===== config.mk =====
export PLATFORM = sky130hd
export DESIGN_NAME = video_422_to_444_converter
export DESIGN_NICKNAME = d
export VERILOG_FILES = /design/src/pkg/video_conv_pkg.sv /design/src/pkg/pix_if.sv /design/src/hw/video_422_to_444_converter.sv /design/src/hw/sinx_corr.sv
export VERILOG_INCLUDE_DIRS = /design/src /design/src/pkg
export SDC_FILE = /design/constraint.sdc
export NUM_CORES = 2
export LEC_CHECK = 0
export BUFFER_PORTS_ARGS = -buffer_cell sky130_fd_sc_hd__buf_4
export CAP_MARGIN = 20
export CORE_UTILIZATION = 67
export DETAILED_ROUTE_END_ITERATION = 7
export GPL_TIMING_DRIVEN = 0
export PLACE_DENSITY = 0.95
export SLEW_MARGIN = 10
export SYNTH_ARGS = -nofsm -noshare
export SYNTH_HDL_FRONTEND = slang
export SYNTH_SLANG_ARGS = --single-unit

===== constraint.sdc =====
create_clock -name I_CLK -period 23.9 [get_ports I_CLK]
set_input_delay 2.39 -clock I_CLK [delete_from_list [all_inputs] [get_ports I_CLK]]
set_output_delay 2.39 -clock I_CLK [all_outputs]
set_load 0.1 [all_outputs]

===== src/pkg/video_conv_defs.svh =====
// Constants for the 4:2:2 to 4:4:4 video converter.
// Assumes one 10-bit input word and three 10-bit outputs.
`ifndef VIDEO_CONV_DEFS_SVH
`define VIDEO_CONV_DEFS_SVH

// Luma half-band taps: (9*(b+c) - (a+d)) / 16
`define VC_HB_TAP      6'sh09
`define VC_HB_SHIFT    4'h4
// Chroma linear interpolation over four phases
`define VC_CI_SHIFT    2'h2
// Alignment of luma and blue chroma to red chroma
`define VC_Y_ALIGN     5
`define VC_CB_ALIGN    3
// Colour matrix, coefficients over 2048
`define VC_MAT_SHIFT   4'hB
`define VC_MAT_G_CB    14'sh02B1
`define VC_MAT_G_CR    14'sh0596
`define VC_MAT_B_CB    14'sh0DDC
`define VC_MAT_R_CR    14'sh0AF7
// Setup pedestal: y * 947 / 1024 + 71
`define VC_PED_MUL     12'sh03B3
`define VC_PED_SHIFT   4'hA
`define VC_PED_ADD     13'sh0047
// Sin(x)/x correction: (18*x1 - x0 - x2) / 16
`define VC_SX_CTR      6'sh12
`define VC_SX_SHIFT    4'h4
// Output word ranges and 8-bit rounding
`define VC_UMAX        13'sh03FF
`define VC_UMIN        13'sh0000
`define VC_SMAX        13'sh01FF
`define VC_SMIN        13'sh1E00
`define VC_RND8        13'sh0002

`endif


===== src/pkg/video_conv_pkg.sv =====
// Types and shared helpers of the video converter.
// Assumes the constants header is on the include path.
`include "video_conv_defs.svh"
package video_conv_pkg;
    typedef logic signed [12:0] samp_t;
    typedef enum logic [1:0] {PH_CB, PH_Y0, PH_CR, PH_Y1} phase_t;

    // Clamp to the unsigned or signed 10-bit word range
    function automatic samp_t clamp_word(samp_t v, logic sgn);
        samp_t hi;
        samp_t lo;
        hi = sgn ? `VC_SMAX : `VC_UMAX;
        lo = sgn ? `VC_SMIN : `VC_UMIN;
        if (v > hi)
            return hi;
        if (v < lo)
            return lo;
        return v;
    endfunction
endpackage


===== src/pkg/pix_if.sv =====
// Three-channel sample carrier into the correction filter.
// Assumes both ends run on the same clock.
`timescale 1ns/100ps
interface pix_if
    import video_conv_pkg::*;
();
    samp_t din [3];
    samp_t dout [3];
    logic  sgn [3];
    logic  sinx_on;

    modport feed  (output din, output sgn, output sinx_on, input dout);
    modport stage (input din, input sgn, input sinx_on, output dout);
endinterface


===== src/hw/video_422_to_444_converter.sv =====
// Multiplexed 4:2:2 video to three full-rate channels.
// Assumes a source synchronous to I_CLK and DACs on the ports.
// Functional notes
// - Split input into luma, Cb, Cr
// - Interpolate luma x2, chroma x4
// - Align phase on alignment high-then-low
// - Keep phase while alignment stays low
// - Drive input high sets O_OUT_PORT_OE_N high
// - Matrix select converts to RGB
// - Ports A, B, C carry Y/G, Cb/B, Cr/R
// - Sin(x)/x enable filters all channels
// - Pedestal input may change every cycle
// - Pedestal scales by 947/1024, adds 71
// - Chroma format selects signed or offset
// - Offset binary inverts sign bit
// - RGB mode forces unsigned ports B, C
// - Port A always unsigned
// - Rounding select picks 10 or 8 bits
// - 8-bit: add at bit 1, clear two
// - Correction precedes output rounding
// - Everything on rising clock edge
// - One input word per clock
// - Open inputs default per pin pulls
`timescale 1ns/100ps
`include "video_conv_defs.svh"
module video_422_to_444_converter
    import video_conv_pkg::*;
#(
    parameter int WIDTH = 10
)
(
    input  wire logic             I_CLK,
    input  wire logic             I_RST,
    input  wire logic [WIDTH-1:0] I_IN_WORD,
    input  wire logic             I_PHASE_ALIGN,
    input  wire logic             I_OUT_DRIVE_N,
    input  wire logic             I_RGB_MATRIX_ON,
    input  wire logic             I_SINX_ON,
    input  wire logic             I_PEDESTAL_ON,
    input  wire logic             I_CHROMA_SIGNED,
    input  wire logic             I_ROUND_WIDTH_SEL,
    output logic      [WIDTH-1:0] O_OUT_PORT_A,
    output logic      [WIDTH-1:0] O_OUT_PORT_B,
    output logic      [WIDTH-1:0] O_OUT_PORT_C,
    output logic                  O_OUT_PORT_OE_N
);

    // Demultiplexer phase
    logic   align_d;
    phase_t phase;
    phase_t cur_phase;
    phase_t next_phase;

    // Input word as luma and as signed chroma
    samp_t  luma_in;
    samp_t  chroma_in;

    // Luma half-band interpolator
    samp_t              ly0;
    samp_t              ly1;
    samp_t              ly2;
    logic               luma_arrive;
    logic signed [16:0] hb_acc;
    samp_t              y_i;

    // Chroma linear interpolators
    samp_t              cb_prev;
    samp_t              cb_cur;
    samp_t              cr_prev;
    samp_t              cr_cur;
    logic        [1:0]  k_cb;
    logic        [1:0]  k_cr;
    logic signed [16:0] cb_step;
    logic signed [16:0] cr_step;
    samp_t              cb_i;
    samp_t              cr_i;

    // Cosite alignment delays
    samp_t y_dly  [`VC_Y_ALIGN];
    samp_t cb_dly [`VC_CB_ALIGN];

    // Matrix and pedestal stage
    logic signed [25:0] mat_g;
    logic signed [25:0] mat_b;
    logic signed [25:0] mat_r;
    logic signed [25:0] ped;
    samp_t              st_a;
    samp_t              st_b;
    samp_t              st_c;
    logic               rgb2;

    pix_if px ();

    // Alignment is the falling edge: high last cycle, low now
    always_comb
    begin
        if (align_d && !I_PHASE_ALIGN)
            cur_phase = PH_CB;
        else
            cur_phase = phase;
    end

    always_comb
    begin
        case (cur_phase)
            PH_CB:   next_phase = PH_Y0;
            PH_Y0:   next_phase = PH_CR;
            PH_CR:   next_phase = PH_Y1;
            PH_Y1:   next_phase = PH_CB;
            default: next_phase = PH_CB;
        endcase
    end

    always_ff @(posedge I_CLK)
    begin
        if (I_RST)
            align_d <= 1'b0;
        else
            align_d <= I_PHASE_ALIGN;
    end

    // Free-runs one word per clock until realigned
    always_ff @(posedge I_CLK)
    begin
        if (I_RST)
            phase <= PH_CB;
        else
            phase <= next_phase;
    end

    // Chroma arrives offset binary; flip the sign bit to centre it
    assign luma_in   = samp_t'({3'b000, I_IN_WORD});
    assign chroma_in = samp_t'({{4{~I_IN_WORD[WIDTH-1]}},
                                I_IN_WORD[WIDTH-2:0]});

    assign luma_arrive = (cur_phase == PH_Y0) || (cur_phase == PH_Y1);

    // Midpoint between ly1 and ly0, using ly2 and the new word
    assign hb_acc = `VC_HB_TAP * (ly1 + ly0) - (ly2 + luma_in);

    always_ff @(posedge I_CLK)
    begin
        if (I_RST)
        begin
            ly0 <= '0;
            ly1 <= '0;
            ly2 <= '0;
        end
        else if (luma_arrive)
        begin
            ly0 <= luma_in;
            ly1 <= ly0;
            ly2 <= ly1;
        end
    end

    // Arrival cycle emits the midpoint, the next one the sample
    always_ff @(posedge I_CLK)
    begin
        if (I_RST)
            y_i <= '0;
        else if (luma_arrive)
            y_i <= samp_t'(hb_acc >>> `VC_HB_SHIFT);
        else
            y_i <= ly0;
    end

    always_ff @(posedge I_CLK)
    begin
        if (I_RST)
        begin
            cb_prev <= '0;
            cb_cur  <= '0;
        end
        else if (cur_phase == PH_CB)
        begin
            cb_prev <= cb_cur;
            cb_cur  <= chroma_in;
        end
    end

    always_ff @(posedge I_CLK)
    begin
        if (I_RST)
        begin
            cr_prev <= '0;
            cr_cur  <= '0;
        end
        else if (cur_phase == PH_CR)
        begin
            cr_prev <= cr_cur;
            cr_cur  <= chroma_in;
        end
    end

    // Step index counts from the cycle after each arrival
    always_comb
    begin
        case (cur_phase)
            PH_Y0:   k_cb = 2'h0;
            PH_CR:   k_cb = 2'h1;
            PH_Y1:   k_cb = 2'h2;
            PH_CB:   k_cb = 2'h3;
            default: k_cb = 2'h0;
        endcase
    end

    always_comb
    begin
        case (cur_phase)
            PH_Y1:   k_cr = 2'h0;
            PH_CB:   k_cr = 2'h1;
            PH_Y0:   k_cr = 2'h2;
            PH_CR:   k_cr = 2'h3;
            default: k_cr = 2'h0;
        endcase
    end

    // Triangle kernel: linear phase, unity gain at DC
    assign cb_step = (cb_cur - cb_prev) * $signed({1'b0, k_cb});
    assign cr_step = (cr_cur - cr_prev) * $signed({1'b0, k_cr});

    always_ff @(posedge I_CLK)
    begin
        if (I_RST)
        begin
            cb_i <= '0;
            cr_i <= '0;
        end
        else
        begin
            cb_i <= cb_prev + samp_t'(cb_step >>> `VC_CI_SHIFT);
            cr_i <= cr_prev + samp_t'(cr_step >>> `VC_CI_SHIFT);
        end
    end

    // Red chroma lands last; hold luma and blue until it does
    always_ff @(posedge I_CLK)
    begin
        if (I_RST)
        begin
            for (int i = 0; i < `VC_Y_ALIGN; i++)
                y_dly[i] <= '0;
            for (int i = 0; i < `VC_CB_ALIGN; i++)
                cb_dly[i] <= '0;
        end
        else
        begin
            y_dly[0]  <= y_i;
            cb_dly[0] <= cb_i;
            for (int i = 1; i < `VC_Y_ALIGN; i++)
                y_dly[i] <= y_dly[i-1];
            for (int i = 1; i < `VC_CB_ALIGN; i++)
                cb_dly[i] <= cb_dly[i-1];
        end
    end

    // Matrix products stay wide; no wrap before the clamp
    assign mat_g = (26'(y_dly[`VC_Y_ALIGN-1]) <<< `VC_MAT_SHIFT)
                 - cb_dly[`VC_CB_ALIGN-1] * `VC_MAT_G_CB
                 - cr_i * `VC_MAT_G_CR;
    assign mat_b = (26'(y_dly[`VC_Y_ALIGN-1]) <<< `VC_MAT_SHIFT)
                 + cb_dly[`VC_CB_ALIGN-1] * `VC_MAT_B_CB;
    assign mat_r = (26'(y_dly[`VC_Y_ALIGN-1]) <<< `VC_MAT_SHIFT)
                 + cr_i * `VC_MAT_R_CR;
    assign ped   = ((y_dly[`VC_Y_ALIGN-1] * `VC_PED_MUL)
                 >>> `VC_PED_SHIFT) + `VC_PED_ADD;

    // Matrix and pedestal pins sampled here, at the stage they act on
    always_ff @(posedge I_CLK)
    begin
        if (I_RST)
        begin
            st_a <= '0;
            st_b <= '0;
            st_c <= '0;
            rgb2 <= 1'b0;
        end
        else if (I_RGB_MATRIX_ON)
        begin
            // RGB ignores the pedestal pin
            st_a <= clamp_word(samp_t'(mat_g >>> `VC_MAT_SHIFT),
                               1'b0);
            st_b <= clamp_word(samp_t'(mat_b >>> `VC_MAT_SHIFT),
                               1'b0);
            st_c <= clamp_word(samp_t'(mat_r >>> `VC_MAT_SHIFT),
                               1'b0);
            rgb2 <= 1'b1;
        end
        else
        begin
            if (I_PEDESTAL_ON)
                st_a <= clamp_word(samp_t'(ped), 1'b0);
            else
                st_a <= clamp_word(y_dly[`VC_Y_ALIGN-1], 1'b0);
            st_b <= clamp_word(cb_dly[`VC_CB_ALIGN-1], 1'b1);
            st_c <= clamp_word(cr_i, 1'b1);
            rgb2 <= 1'b0;
        end
    end

    assign px.din[0]  = st_a;
    assign px.din[1]  = st_b;
    assign px.din[2]  = st_c;
    assign px.sgn[0]  = 1'b0;
    assign px.sgn[1]  = !rgb2;
    assign px.sgn[2]  = !rgb2;
    assign px.sinx_on = I_SINX_ON;

    // Correction sits ahead of rounding in both modes
    sinx_corr u_sinx (
        .I_CLK (I_CLK),
        .I_RST (I_RST),
        .px    (px)
    );

    // Optional 8-bit round, then clamp, with the low two cleared
    function automatic logic [WIDTH-1:0] finish(samp_t v,
                                                logic sgn,
                                                logic r10);
        samp_t t;
        t = r10 ? v : v + `VC_RND8;
        t = clamp_word(t, sgn);
        if (!r10)
            t[1:0] = 2'b00;
        return t[WIDTH-1:0];
    endfunction

    // Chroma leaves signed only outside RGB and when asked
    always_ff @(posedge I_CLK)
    begin
        if (I_RST)
        begin
            O_OUT_PORT_A <= '0;
            O_OUT_PORT_B <= '0;
            O_OUT_PORT_C <= '0;
        end
        else
        begin
            O_OUT_PORT_A <= finish(px.dout[0], 1'b0,
                                   I_ROUND_WIDTH_SEL);
            O_OUT_PORT_B <= finish(px.dout[1], !rgb2,
                                   I_ROUND_WIDTH_SEL)
                          ^ {(!rgb2 && !I_CHROMA_SIGNED),
                             {(WIDTH-1){1'b0}}};
            O_OUT_PORT_C <= finish(px.dout[2], !rgb2,
                                   I_ROUND_WIDTH_SEL)
                          ^ {(!rgb2 && !I_CHROMA_SIGNED),
                             {(WIDTH-1){1'b0}}};
        end
    end

    // Enable only; pad pulls set open-pin defaults
    assign O_OUT_PORT_OE_N = I_OUT_DRIVE_N;

endmodule // video_422_to_444_converter


===== src/hw/sinx_corr.sv =====
// Sin(x)/x correction for three channels.
// Assumes synchronous reset and samples already range-limited.
`timescale 1ns/100ps
`include "video_conv_defs.svh"
module sinx_corr
    import video_conv_pkg::*;
(
    input  wire logic I_CLK,
    input  wire logic I_RST,
    pix_if.stage      px
);
    genvar ch;
    generate
        for (ch = 0; ch < 3; ch++)
        begin : g_ch
            samp_t              x1;
            samp_t              x2;
            samp_t              y;
            logic signed [18:0] acc;

            // Centre tap one sample behind; two cycles when enabled
            assign acc = `VC_SX_CTR * x1 - px.din[ch] - x2;

            always_ff @(posedge I_CLK)
            begin
                if (I_RST)
                begin
                    x1 <= '0;
                    x2 <= '0;
                    y  <= '0;
                end
                else
                begin
                    x1 <= px.din[ch];
                    x2 <= x1;
                    // Saturates rather than wraps on overshoot
                    y  <= clamp_word(samp_t'(acc >>> `VC_SX_SHIFT),
                                     px.sgn[ch]);
                end
            end

            // Bypass goes straight through, so latency drops by two
            assign px.dout[ch] = px.sinx_on ? y : px.din[ch];
        end
    endgenerate
endmodule // sinx_corr


==> metrics.cfg <==
[detailed_routing]
wl_per_cell_um = 21.4
drc_errors = 4
drt_iter0_markers = 2605
drtPass1Iterations = 8
via_per_inst = 6.15
num_vias = 31461
ant_nets = 0
wl_um = 109000

[sta]
finalHoldViolations = 0
fmax_mhz = 90.2
finalSetupViolCount = 0
slew-limit-headroom = 0.268
worstMarginPinSlew_ns = 1.10
fin_crit_sh = 0.464
slew_violations = 0
finClkSkew_ns = 0.0213
tns_ns = 0
rsz0062_at_grt = no
min_period_ns = 11.09

[cells_and_area]
nets = 5401
syn_to_final_growth_pct = 6.91
drive_gt1_frac = 0.0455

[floorplan]
num_rows = 88
coreArea_um2 = 57800
io-pin-count = 50
start_util = 0.680
dieArea_um2 = 59600
fp.dieH_um = 244
die_w_um = 244

[yosys]
ys_ff_latch = 393
yosys-top-cells-count = 792 x inv_1, 671 x ha_1, 394 x fa_1, 393 x dfxtp_1, 259 x a21oi_1
synth_flop_cell = dfxtp_1
synth_edf_count = 0
syn_area_per_cell_um2 = 9.30
synth_area_leaders = ha_1 21%, fa_1 20%, dfxtp_1 20%
synth_top_area_cell = ha_1
seq_area_frac_synth = 0.200
async_flop_share = 0
synth_cells = 4225
synth_top_area_share = 0.214
synth_cell_types = 89
synth.most_common_cell = inv_1
syn-cell-area_um2 = 39300
synth_warnings = 0

[cts]
clkTransAtPathRegs_ns = 0.07
cts_max_level = 2
hold_buffers = 0
root_buffer = clkbuf_16
post_cts_buffers = 0
ctsResizeCount = 0
clock_sinks = 393
numCtsBuffers = 38
cts.path.max_buffers = 3
cts_tree = built
clock_latency_ns = 0.58

[placed_design]
portBuffers = 47
place.gp.congestion = 0.959
dpl.hpwl_um = 80500

[global_route]
grt_pass1_wl_um = 173000
gr-total-overflow = 0
first_global_vias = 33601
grt_max_degree = 37
track_usage = 0.369
antenna_found_initial = 4

[setup_path]
worstPathRequired_ns = 24.31
reg2reg_to = st_a[4]$_SDFF_PP0_
critPathBufInv = 7
r2r_start = cr_i[4]$_SDFF_PP0_
worst_path_max_delay_cell = a2111oi_0
rr_worst_depth = 33
r2r_slack_ns = 12.81
crit_type = register to register
cp-start-kind = register
critical-path-max-stage-delay_ns = 0.85
critPathCaptureType = register
worstPathArrival_ns = 11.50
critPathMaxFanout = 12
crit_family = adder cells

[worst_hold_path]
hold_end = y_dly[0][9]$_SDFF_PP0_
hold_depth = 1
min_from = y_i[9]$_SDFF_PP0_
hp-class = register to register

[run]
cap_violations = 0

[status]
status = finished, violations left
violations = design-rule violations

[layer usage]
layer	GRT usage	vias to the layer above	routed length (um)
li1	-	13943	-
met1	0.404	15031	38400
met2	0.613	1805	50600
met3	0.0969	676	10900
met4	0.278	6	9340
met5	0	-	37
[registers in the layout, summed over array words and instances, names as in the netlist, 12 cells and up]
register        count
cr_i               13
cb_dly             39
st_c               13
u_sinx.g_ch.x1     38
cb_i               13
u_sinx.g_ch.y      38
st_b               13
y_dly              60
u_sinx.g_ch.x2     38
st_a               12
y_i                12
[worst max-delay path by stage]
stage,start,endpoint,slack [ns],cells past startpoint
after floorplan,cr_i[4]$_SDFF_PP0_,st_a[3]$_SDFF_PP0_,14.74,33
after global placement,cr_i[4]$_SDFF_PP0_,st_a[3]$_SDFF_PP0_,13.39,33
after detailed placement,cr_i[4]$_SDFF_PP0_,st_a[3]$_SDFF_PP0_,13.11,33
after CTS,cr_i[4]$_SDFF_PP0_,st_a[3]$_SDFF_PP0_,13.11,33
after global routing,cr_i[4]$_SDFF_PP0_,st_a[4]$_SDFF_PP0_,12.45,34
final,cr_i[4]$_SDFF_PP0_,st_a[4]$_SDFF_PP0_,12.81,33
[layout make-up]
| class | instances | area [um2] |
|---|---|---|
| multi-input combinational | 2954 | 28100 |
| fill | 3465 | 15800 |
| sequential | 393 | 7870 |
| inverter | 795 | 2980 |
| clock buffer | 47 | 1050 |
| tap | 765 | 957 |
| timing repair buffer | 50 | 380 |
| buffer | 85 | 343 |
| clock inverter | 23 | 318 |
| antenna | 1 | 2.50 |
[stage by stage]
stage / setup WS (ns) / hold WS [ns] / utilization / std cells / area, um2
floorplan: 14.74 / 0.414 / - / 4227 / 39300
global placement: 13.39 / 0.416 / 0.703 / 5039 / 40600
detailed placement: 13.11 / 0.420 / 0.703 / 5040 / 40600
CTS: 13.11 / 0.434 / 0.727 / 5110 / 42000
global route: 12.45 / 0.449 / 0.727 / 5112 / 42000
finish: 12.81 / 0.433 / 0.727 / 5113 / 42000
[kinds of logic (layout without fill, tap and decap cells)]
group / Yosys count / in the layout / share of synthesized area
fa+ha+maj: 1065 / 1065 / 0.414
simple gates: 895 / 895 / 0.116
buf+inv: 880 / 1000 / 0.0847
compound gates: 661 / 661 / 0.108
flops: 393 / 393 / 0.200
xor+xnor: 253 / 253 / 0.0568
mux: 77 / 77 / 0.0199
other cells: 1 / 4 / 0.0000954
[cell usage in the layout (no fill, tap or decap), types with 20 or more instances in the layout]
cell and count:
a211oi_1 25, a21o_1 54, a21oi_1 259, and2_1 27, and3_1 21, buf_4 51
clkbuf_1 70, clkbuf_16 39, dfxtp_1 391, fa_1 394, ha_1 671, inv_1 792
mux2i_1 69, nand2_1 181, nand2b_1 38, nand3_1 32, nor2_1 227, nor2b_1 209
nor3_1 51, o21a_1 27, o21ai_0 91, o21bai_1 31, o22ai_1 23, or2_2 35
or3_1 20, xnor2_1 170, xor2_1 81
[worst reg2reg max path, delay by kind of cell, from the launching register on]
kind,cells,cell delay (ns)
adders and majority gates,12,5.36
and+or+nand+nor,3,0.56
AOI/OAI and AO/OA,10,3.56
DFF,1,0.83
buffers and inverters,7,0.39
xor gates and xnor gates,1,0.22
Power is not shown: default switching activity piles up to over one toggle a cycle in this logic, so the estimate is an artifact.
